===== src/fsms_pkg.sv =====
// Constants, register map and enumerations of the feedback sampling core.
// Assumes a 250 MHz core clock and feedback codes of 1 mV per step.
package fsms_pkg;
    localparam int                 CLK_MHZ        = 250;
    localparam int                 FIXED_HALF_US  = 9823;  // 9.823 ms
    localparam int                 FIXED_HALF_CYC = FIXED_HALF_US * CLK_MHZ;
    localparam int                 BURST_SW_US    = 50;
    localparam int                 BURST_SW_CYC   = BURST_SW_US * CLK_MHZ;
    localparam int                 SAMPLES_LOG2   = 6;     // 64 per half-cycle
    localparam logic [11:0]        LVL_BURST      = 12'h320;
    localparam logic [11:0]        LVL_ON         = 12'h4b0;
    localparam logic [11:0]        LVL_SW         = 12'h7d0;
    localparam logic [11:0]        LVL_REF        = 12'h97c;
    localparam int                 LP_SHIFT       = 3;
    localparam int                 NOTCH_FRAC     = 14;
    localparam logic signed [19:0] NOTCH_C2       = 20'sh0_7f62;
    localparam logic signed [19:0] NOTCH_ONE      = 20'sh0_4000;
    localparam logic [39:0]        MAP_INV        = 40'h00_0000_06d3;
    localparam int                 MAP_SHIFT      = 21;
    localparam int                 PFC_SHIFT      = 6;
    localparam int                 TON_SHIFT      = 4;
    localparam logic [4:0]         PULSE_MIN      = 5'h01;
    localparam logic [7:0]         ADDR_CTRL      = 8'h00;
    localparam logic [7:0]         ADDR_NOTCH     = 8'h04;
    localparam logic [7:0]         ADDR_BURST     = 8'h08;
    localparam logic [7:0]         ADDR_RAMP      = 8'h0c;
    localparam logic [7:0]         ADDR_PERIOD    = 8'h10;
    localparam logic [7:0]         ADDR_ONTIME    = 8'h14;
    localparam logic [7:0]         ADDR_STATUS    = 8'h18;
    localparam logic [7:0]         ADDR_MAP       = 8'h1c;

    typedef enum logic [1:0] {
        MODE_FV    = 2'b00,
        MODE_DCM   = 2'b01,
        MODE_BURST = 2'b10
    } fsms_mode_type;

    typedef enum logic [1:0] {
        BST_SLEEP = 2'b00,
        BST_WAKE  = 2'b01,
        BST_PULSE = 2'b10
    } fsms_burst_type;
endpackage : fsms_pkg


===== src/fsms_core.sv =====
// Feedback sampling, filtering and operating mode selection of a flyback controller.
// Assumes pin inputs synchronous to pclk and an APB master on the register port.
// Notes on behaviour
// Sample feedback right after sense blanking; rate follows mode.
// With line sync, 64 even samples per synchronised half-cycle.
// Without sync in valley or discontinuous mode, 64 samples per 9.823 ms.
// No feedback sampling during burst sleep; pull-up is off there.
// Pull-up back on a wake-up count before pulsing and sampling.
// Burst pulsing samples on last synced period, else 9.823 ms.
// Notch filter after sync held the notch blanking count.
// Notch zeros at twice line frequency, pole radius from quality.
// Low-pass filter whenever notch condition is not met.
// Burst mode filters with low-pass only, only while pulsing.
// Mode and switching parameters come from the filtered level.
// On regulation entry, ramp a ceiling on the mapped level.
// Level at least 1.2 V and short period gives first-valley mode.
// First-valley mode turns on at the first valley.
// Discontinuous mode turns on later than the first valley.
// Enhanced PFC modulates mapped on-time by a gain.
// Below 0.8 V for the entry delay enters burst mode.
// Between 0.8 V and 1.2 V runs discontinuous mode with minimum on-time; code sets on-time to ton_min plus level x ton_gain / 16.
// At 1.2 V or more with long period runs discontinuous mode.
// Filtered level holds while burst sleep stops sampling.
//
// Implementation choices: the address map and the APB slave port.
`timescale 1ns/100ps
`default_nettype none
module fsms_core
    import fsms_pkg::*;
#(
    parameter int FIXED_HALF_CYC_P = FIXED_HALF_CYC,
    parameter int BURST_SW_CYC_P   = BURST_SW_CYC
) (
    input  wire logic               pclk,
    input  wire logic               presetn,
    input  wire logic               psel,
    input  wire logic               penable,
    input  wire logic               pwrite,
    input  wire logic [7:0]         paddr,
    input  wire logic [31:0]        pwdata,
    output logic      [31:0]        prdata,
    output logic                    pready,
    output logic                    pslverr,
    input  wire logic [11:0]        feedback_sample,
    input  wire logic               blank_end,
    input  wire logic               line_sync,
    input  wire logic               half_cycle,
    input  wire logic               valley_pulse,
    input  wire logic [15:0]        first_valley_period,
    input  wire logic               burst_tick,
    input  wire logic signed [11:0] pfc_term,
    output logic                    sample_strobe,
    output logic                    feedback_pullup_en,
    output logic                    gate_drive_on,
    output logic      [1:0]         operating_mode,
    output logic      [15:0]        on_time,
    output logic      [15:0]        min_period,
    output logic      [4:0]         pulse_count,
    output logic      [11:0]        filtered_feedback_level,
    output logic      [11:0]        feedback_ceiling
);
    typedef struct packed {
        logic               ack;
        logic               err;
        logic [31:0]        rdata;
        logic               regulate_en;
        logic               pfc_en;
        logic [7:0]         notch_blank;
        logic [3:0]         q_shift;
        logic [15:0]        wake_cnt;
        logic [15:0]        burst_delay;
        logic [7:0]         ramp_step;
        logic [7:0]         pfc_gain;
        logic [15:0]        fast_period;
        logic [15:0]        ton_min;
        logic [7:0]         ton_gain;
        logic [21:0]        per_cnt;
        logic [21:0]        half_period;
        logic               sync_seen;
        logic               sync_at_burst;
        logic [7:0]         sync_age;
        logic [21:0]        fix_cnt;
        logic [21:0]        int_cnt;
        logic               armed;
        logic               strobe;
        logic [15:0]        lp;
        logic [11:0]        x1;
        logic [11:0]        x2;
        logic signed [19:0] y1;
        logic signed [19:0] y2;
        logic [11:0]        level;
        logic [11:0]        ceiling;
        logic               reg_prev;
        logic [23:0]        below_cnt;
        fsms_mode_type      mode;
        fsms_burst_type     bst;
        logic [15:0]        bst_cnt;
        logic [4:0]         pulses_left;
        logic [15:0]        sw_cnt;
        logic               valley_seen;
        logic               gate;
        logic [15:0]        on_time;
        logic [15:0]        min_period;
        logic [4:0]         pulse_count;
        logic [11:0]        burst_level;
    } fsms_state_type;

    fsms_state_type     st;
    fsms_state_type     next_st;
    logic               tick;
    logic               use_sync;
    logic [21:0]        interval;
    logic               sample_en;
    logic               take;
    logic               notch_on;
    logic               gate_now;
    logic [11:0]        mapped;
    logic [11:0]        lvl_use;
    logic [15:0]        per_calc;
    logic [39:0]        span;
    logic [3:0]         qe;
    logic signed [19:0] b1;
    logic signed [19:0] a2;
    logic signed [39:0] acc;
    logic signed [19:0] y0;
    logic [11:0]        notch_lvl;
    logic signed [16:0] lp_d;
    logic [15:0]        lp_new;
    logic [19:0]        ton_raw;
    logic signed [19:0] pfc_mod;
    logic [12:0]        ceil_sum;
    logic [15:0]        burst_sw;

    assign burst_sw = 16'(BURST_SW_CYC_P);

    always_comb begin
        next_st = st;
        // Register port
        next_st.ack = 1'b0;
        if (psel && !penable) begin
            next_st.ack = 1'b1;
            next_st.err = 1'b0;
            case (paddr)
                ADDR_CTRL:   next_st.rdata = 32'({st.pfc_en, st.regulate_en});
                ADDR_NOTCH:  next_st.rdata = 32'({st.q_shift, st.notch_blank});
                ADDR_BURST:  next_st.rdata = {st.burst_delay, st.wake_cnt};
                ADDR_RAMP:   next_st.rdata = 32'({st.pfc_gain, st.ramp_step});
                ADDR_PERIOD: next_st.rdata = 32'(st.fast_period);
                ADDR_ONTIME: next_st.rdata = 32'({st.ton_gain, st.ton_min});
                ADDR_STATUS: next_st.rdata = 32'({st.level, 11'h000, st.bst == BST_PULSE,
                                                  feedback_pullup_en, notch_on, st.mode});
                ADDR_MAP:    next_st.rdata = {st.on_time, st.min_period};
                default: begin
                    next_st.rdata = 32'h0000_0000;
                    next_st.err   = 1'b1;
                end
            endcase
        end
        if (psel && penable && st.ack && pwrite && !st.err) begin
            case (paddr)
                ADDR_CTRL: begin
                    next_st.regulate_en = pwdata[0];
                    next_st.pfc_en      = pwdata[1];
                end
                ADDR_NOTCH: begin
                    next_st.notch_blank = pwdata[7:0];
                    next_st.q_shift     = pwdata[11:8];
                end
                ADDR_BURST: begin
                    next_st.wake_cnt    = pwdata[15:0];
                    next_st.burst_delay = pwdata[31:16];
                end
                ADDR_RAMP: begin
                    next_st.ramp_step = pwdata[7:0];
                    next_st.pfc_gain  = pwdata[15:8];
                end
                ADDR_PERIOD: next_st.fast_period = pwdata[15:0];
                ADDR_ONTIME: begin
                    next_st.ton_min  = pwdata[15:0];
                    next_st.ton_gain = pwdata[23:16];
                end
                default: next_st.err = st.err;
            endcase
        end

        // Half-cycle timing and sync tracking
        next_st.fix_cnt = (st.fix_cnt >= 22'(FIXED_HALF_CYC_P - 1)) ? 22'h0 : st.fix_cnt + 22'h1;
        tick = line_sync ? half_cycle : (st.fix_cnt >= 22'(FIXED_HALF_CYC_P - 1));
        next_st.per_cnt = (&st.per_cnt) ? st.per_cnt : st.per_cnt + 22'h1;
        if (!line_sync) begin
            next_st.sync_age = 8'h00;
        end else if (half_cycle && !(&st.sync_age)) begin
            next_st.sync_age = st.sync_age + 8'h01;
        end
        if (half_cycle) begin
            next_st.per_cnt = 22'h0;
            if (st.mode != MODE_BURST) begin
                next_st.half_period = st.per_cnt;
                next_st.sync_seen   = line_sync;
            end
        end

        // Sample scheduling
        if (st.mode == MODE_BURST) begin
            use_sync = st.sync_at_burst;
        end else begin
            use_sync = line_sync && st.sync_seen;
        end
        interval = (use_sync ? st.half_period : 22'(FIXED_HALF_CYC_P)) >> SAMPLES_LOG2;
        sample_en = st.regulate_en && (st.mode != MODE_BURST || st.bst == BST_PULSE);
        take = sample_en && st.armed && blank_end;
        next_st.strobe = take;
        if (take) begin
            next_st.armed = 1'b0;
        end
        if (st.int_cnt >= interval) begin
            next_st.int_cnt = 22'h0;
            next_st.armed   = 1'b1;
        end else begin
            next_st.int_cnt = st.int_cnt + 22'h1;
        end

        // Filters
        notch_on = st.mode != MODE_BURST && line_sync && st.sync_age >= st.notch_blank;
        qe = (st.q_shift == 4'h0) ? 4'h1 : st.q_shift;
        b1 = NOTCH_C2 - (NOTCH_C2 >>> qe);
        a2 = NOTCH_ONE - ((NOTCH_ONE <<< 1) >>> qe);
        acc = ((40'(signed'({4'h0, feedback_sample, 4'h0})) + 40'(signed'({4'h0, st.x2, 4'h0})))
               <<< NOTCH_FRAC)
            - 40'(NOTCH_C2) * 40'(signed'({4'h0, st.x1, 4'h0}))
            + 40'(b1) * 40'(st.y1) - 40'(a2) * 40'(st.y2);
        y0 = 20'(acc >>> NOTCH_FRAC);
        if (y0 < 0) begin
            notch_lvl = 12'h000;
        end else if (y0[19:16] != 4'h0) begin
            notch_lvl = 12'hfff;
        end else begin
            notch_lvl = y0[15:4];
        end
        lp_d = signed'({1'b0, feedback_sample, 4'h0}) - signed'({1'b0, st.lp});
        lp_new = st.lp + 16'(lp_d >>> LP_SHIFT);
        if (take) begin
            next_st.x2    = st.x1;
            next_st.x1    = feedback_sample;
            next_st.y2    = st.y1;
            next_st.y1    = y0;
            next_st.lp    = lp_new;
            next_st.level = notch_on ? notch_lvl : lp_new[15:4];
        end

        // Ceiling ramp
        next_st.reg_prev = st.regulate_en;
        ceil_sum = {1'b0, st.ceiling} + 13'(st.ramp_step);
        if (st.regulate_en && !st.reg_prev) begin
            next_st.ceiling = LVL_ON;
        end else if (tick && st.ceiling < LVL_REF) begin
            next_st.ceiling = (ceil_sum >= {1'b0, LVL_REF}) ? LVL_REF : ceil_sum[11:0];
        end
        mapped = (st.level < st.ceiling) ? st.level : st.ceiling;

        // Level to switching parameters
        span = 40'(burst_sw - st.fast_period) * 40'(mapped - LVL_BURST) * MAP_INV;
        if (mapped <= LVL_BURST) begin
            per_calc = burst_sw;
        end else if (mapped >= LVL_SW) begin
            per_calc = st.fast_period;
        end else begin
            per_calc = burst_sw - 16'(span >> MAP_SHIFT);
        end
        lvl_use = (st.mode == MODE_BURST) ? st.burst_level : mapped;
        ton_raw = 20'(st.ton_min) + ((20'(lvl_use) * 20'(st.ton_gain)) >> TON_SHIFT);
        pfc_mod = 20'((pfc_term * signed'({1'b0, st.pfc_gain})) >>> PFC_SHIFT);
        if (st.pfc_en && st.mode != MODE_BURST) begin
            ton_raw = ton_raw + pfc_mod;
        end
        if (ton_raw[19] || ton_raw[15:0] < st.ton_min) begin
            next_st.on_time = st.ton_min;
        end else if (ton_raw[18:16] != 3'h0) begin
            next_st.on_time = 16'hffff;
        end else begin
            next_st.on_time = ton_raw[15:0];
        end
        next_st.min_period  = (st.mode == MODE_BURST) ? burst_sw : per_calc;
        next_st.pulse_count = PULSE_MIN + 5'(lvl_use[11:8]);

        // Switch turn-on
        gate_now = 1'b0;
        next_st.sw_cnt = (&st.sw_cnt) ? st.sw_cnt : st.sw_cnt + 16'h0001;
        if (valley_pulse) begin
            next_st.valley_seen = 1'b1;
        end
        if (st.regulate_en) begin
            unique case (st.mode)
                MODE_FV:    gate_now = valley_pulse && !st.valley_seen;
                MODE_DCM:   gate_now = st.valley_seen && st.sw_cnt >= st.min_period;
                MODE_BURST: gate_now = st.bst == BST_PULSE && st.pulses_left != 5'h00
                                       && st.sw_cnt >= burst_sw;
                default:    gate_now = 1'b0;
            endcase
        end
        next_st.gate = gate_now;
        if (gate_now) begin
            next_st.sw_cnt      = 16'h0000;
            next_st.valley_seen = 1'b0;
        end

        // Mode selection and burst sequencing
        if (!st.regulate_en) begin
            next_st.mode      = MODE_DCM;
            next_st.bst       = BST_SLEEP;
            next_st.below_cnt = 24'h00_0000;
        end else begin
            unique case (st.mode)
                MODE_FV, MODE_DCM: begin
                    if (mapped >= LVL_BURST) begin
                        next_st.below_cnt = 24'h00_0000;
                    end else if (!(&st.below_cnt)) begin
                        next_st.below_cnt = st.below_cnt + 24'h00_0001;
                    end
                    if (mapped < LVL_BURST && st.below_cnt >= {st.burst_delay, 8'h00}) begin
                        next_st.mode          = MODE_BURST;
                        next_st.bst           = BST_SLEEP;
                        next_st.sync_at_burst = line_sync && st.sync_seen;
                        next_st.burst_level   = mapped;
                    end else if (mapped >= LVL_ON && per_calc < first_valley_period) begin
                        next_st.mode = MODE_FV;
                    end else begin
                        next_st.mode = MODE_DCM;
                    end
                end
                MODE_BURST: begin
                    unique case (st.bst)
                        BST_SLEEP: begin
                            if (burst_tick) begin
                                next_st.bst     = BST_WAKE;
                                next_st.bst_cnt = st.wake_cnt;
                            end
                        end
                        BST_WAKE: begin
                            if (st.bst_cnt == 16'h0000) begin
                                next_st.bst         = BST_PULSE;
                                next_st.pulses_left = st.pulse_count;
                                next_st.sw_cnt      = burst_sw;
                            end else begin
                                next_st.bst_cnt = st.bst_cnt - 16'h0001;
                            end
                        end
                        BST_PULSE: begin
                            // Last period runs out first, so its sample lands
                            if (gate_now) begin
                                next_st.pulses_left = st.pulses_left - 5'h01;
                            end else if (st.pulses_left == 5'h00 && st.sw_cnt >= burst_sw) begin
                                next_st.bst         = BST_SLEEP;
                                next_st.burst_level = mapped;
                                if (mapped > LVL_BURST) begin
                                    next_st.mode      = MODE_DCM;
                                    next_st.below_cnt = 24'h00_0000;
                                end
                            end
                        end
                        default: next_st.bst = BST_SLEEP;
                    endcase
                end
                default: next_st.mode = MODE_DCM;
            endcase
        end
    end

    always_ff @(posedge pclk or negedge presetn) begin
        if (!presetn) begin
            st <= '0;
        end else begin
            st <= next_st;
        end
    end

    assign prdata                  = st.rdata;
    assign pready                  = psel && penable && st.ack;
    assign pslverr                 = psel && penable && st.ack && st.err;
    assign sample_strobe           = st.strobe;
    assign feedback_pullup_en      = !(st.mode == MODE_BURST && st.bst == BST_SLEEP);
    assign gate_drive_on           = st.gate;
    assign operating_mode          = st.mode;
    assign on_time                 = st.on_time;
    assign min_period              = st.min_period;
    assign pulse_count             = st.pulse_count;
    assign filtered_feedback_level = st.level;
    assign feedback_ceiling        = st.ceiling;
endmodule : fsms_core
`default_nettype wire


===== config.mk =====
export PLATFORM = sky130hd
export DESIGN_NAME = fsms_core
export DESIGN_NICKNAME = d
export VERILOG_FILES = /design/src/fsms_pkg.sv /design/src/fsms_core.sv
export SDC_FILE = /design/constraint.sdc
export NUM_CORES = 2
export LEC_CHECK = 0
export BUFFER_PORTS_ARGS = -buffer_cell sky130_fd_sc_hd__buf_2
export CORE_ASPECT_RATIO = 0.6
export CORE_UTILIZATION = 51
export CTS_CLUSTER_SIZE = 24
export DETAILED_ROUTE_END_ITERATION = 7
export PLACE_DENSITY = 0.67
export SLEW_MARGIN = 40
export SYNTH_ARGS = -nofsm -noshare
export SYNTH_HDL_FRONTEND = slang
export SYNTH_SLANG_ARGS = --single-unit

===== constraint.sdc =====
create_clock -name pclk -period 22.9 [get_ports pclk]
set_clock_uncertainty 0.05 [all_clocks]
set_input_delay 6.87 -clock pclk [delete_from_list [all_inputs] [get_ports pclk]]
set_output_delay 6.87 -clock pclk [all_outputs]
set_load 0.01 [all_outputs]

==> flow_metrics.py <==
metrics = {
    "floorplan": {
        "core-area_um2": 150000,
        "die_h_um": 304,
        "fp.dieW_um": 505,
        "pin_count": 190,
        "initial_core_util_pct": 51.5,
        "placement_rows": 110,
        "die_area_um2": 154000,
    },
    "status": {
        "status": "finished with violations",
        "violations": "DRC",
    },
    "cts": {
        "cts_root_buf": "clkbuf_16",
        "clkTransAtPathRegs_ns": 0.07,
        "cts_tree": "done",
        "holdBufCountCts": 0,
        "cts_setup_buffers": 0,
        "htreeDepth": 2,
        "clk_latency_ns": 0.68,
        "numClockSinks": 451,
        "cts_buffer_depth": 3,
        "cts_buffers": 52,
        "post_cts_resized": 0,
    },
    "global_routing": {
        "globalRouteMet1Util_pct": 52.2,
        "grt_pass1_vias": 60100,
        "grt-busiest-layer": "met1",
        "gr-total-overflow": 0,
        "met2_usage_pct": 41.3,
        "grt.total_usage_pct": 33.2,
        "grt_pass1_wl_um": 382000,
        "grt_max_degree": 95,
        "antenna_found_initial": 15,
        "grt_use_met3_pct": 14.1,
    },
    "final_layout": {
        "nNetsFinal": 10700,
        "layout_common_cells": "inv_1 (1538), fa_1 (1343), nand2_1 (983)",
        "final_common_cell": "inv_1",
        "area_delta_synth_final_pct": 6.92,
        "drive_gt1_share_pct": 7.19,
    },
    "detailed_routing": {
        "route.antenna.remaining_nets": 0,
        "drc": 21,
        "wl_per_cell_um": 23.6,
        "via_per_inst": 5.63,
        "via_count": 59600,
        "dr.pass1.iters": 8,
        "routed_wl_um": 250000,
        "first_iter_violations": 6195,
    },
    "timing": {
        "period_needed_ns": 17.92,
        "rsz0062_at_grt": "no",
        "setup_viol": 0,
        "tns_ns": 0,
        "worst_pin_slew_ns": 0.990,
        "slew_viol_final": 0,
        "period_share_pct": 78.2,
        "fmax_mhz": 55.8,
        "hold_viol_final": 0,
        "relSlewSlack_pct": 34.0,
    },
    "critical_path": {
        "crit_slowest_cell": "xor2_1",
        "cp-end-kind": "flop",
        "critPathBufInv": 10,
        "crit_path_max_fanout": 23,
        "crit_family": "adder cells",
        "cp.arrival_ns": 18.39,
        "path_class": "reg2reg",
        "crit_path_start_kind": "flop",
        "path_common_cell": "fa_1",
        "slowest_delay_ns": 0.63,
        "crit_required_ns": 23.38,
    },
    "synthesis": {
        "synth_edf_count": 0,
        "yosys.area.top_type": "fa_1",
        "ys.flop_type": "dfrtp_1",
        "synth_seq_cells": 451,
        "async_flop_share_pct": 100,
        "synthCells": 8342,
        "syn_area_um2": 77500,
        "ys_seq_area_share_pct": 14.6,
        "synth_top_area_share_pct": 34.7,
        "synthTopCellsByArea": "fa_1 (35%), dfrtp_1 (15%), ha_1 (12%)",
        "ys.warnings.count": 0,
        "ys_types": 90,
        "syn_avg_cell_area_um2": 9.29,
    },
    "placement": {
        "io_buffers": 189,
        "place.detailed.hpwl_um": 210000,
        "gp_congestion": 1.00,
    },
    "min_path": {
        "worst_hold_path_type": "reg2reg",
    },
    "run": {
        "maxCapViolCount": 0,
    },
}
-- cells in the mapped netlist (135+ instances only) --
cell / n
dfrtp_1: 451
a21oi_1: 220
ha_1: 750
nand3_1: 135
o21ai_0: 276
clkbuf_1: 263
and2_1: 350
nand2_1: 987
xor2_1: 141
nor2_1: 441
fa_1: 1343
xnor2_1: 240
inv_1: 1538
-- per-stage QoR --
step           cell area (um^2)  utilization (%)  hold slack, ns  std cells  setup slack (ns)
4_1_cts                   82800             55.0           0.427      10600              5.36
2_1_floorplan             78300                -           0.343       8540              7.16
3_5_place_dp              81000             53.8           0.420      10500              5.49
5_1_grt                   82900             55.1           0.444      10600              3.82
6_report                  82900             55.1           0.436      10600              4.98
3_3_place_gp              80700             53.7           0.396      10500              5.77
-- cells by family (layout without fill, tap and decap cells) --
| kind of cell | after synthesis | count (layout) | synth area share [%] |
|---|---|---|---|
| fa+ha+maj | 2093 | 2093 | 46.8 |
| simple gates | 2367 | 2367 | 14.3 |
| flops | 451 | 451 | 14.6 |
| buf+inv | 1920 | 1930 | 9.78 |
| other cells | 2 | 204 | 0.00969 |
| mux | 140 | 140 | 2.00 |
| xor+xnor | 381 | 381 | 4.30 |
| compound gates | 988 | 988 | 8.30 |
-- worst min-delay path, cell delays in order (launching register included) --
cell and delay, ns:
dfrtp_1 0.34, nand2_1 0.05, o21ai_0 0.06
-- routing by layer --
layer	part of all wire (%)	wire, um	up-vias
met5	0.058	144	-
met4	2.0	5070	12
met3	15	38100	278
met2	37	91700	3060
met1	46	115000	30000
li1	-	-	26300
-- path summary, 6_finish.rpt --
| kind | startpoint | to | slack (ns) | cells after the start |
|---|---|---|---|---|
| max in group asynchronous | presetn | st[365] | 14.56 | 4 |
| hold / removal | st[275] | st[275] | 0.44 | 2 |
| min in group asynchronous | presetn | st[254] | 6.09 | 1 |
| setup reg to reg | feedback_ceiling[7] | operating_mode[0] | 4.98 | 65 |
| hold reg to reg | st[275] | st[275] | 0.44 | 2 |
| setup / recovery | feedback_ceiling[7] | operating_mode[0] | 4.98 | 65 |
-- sequential cells by signal, indices dropped and copies added, names as in the netlist, 2 cells and up --
signal / count
st: 353
prdata: 32
min_period: 16
on_time: 16
feedback_ceiling: 12
filtered_feedback_level: 12
pulse_count: 5
operating_mode: 2
-- final cells by class --
type | count | area (um^2)
diodes | 4 | 10.0
fillers | 13500 | 67600
well taps | 2016 | 2520
clock inverters | 36 | 432
inverters | 1541 | 5780
flip-flops and latches | 451 | 11300
multi-input cells | 6169 | 59700
clock buffers | 62 | 1400
repair buffers | 291 | 1770
Power is left out: the tool's default activity adds up to more than one toggle a clock period on the data nets, which glitch-free logic cannot reach.
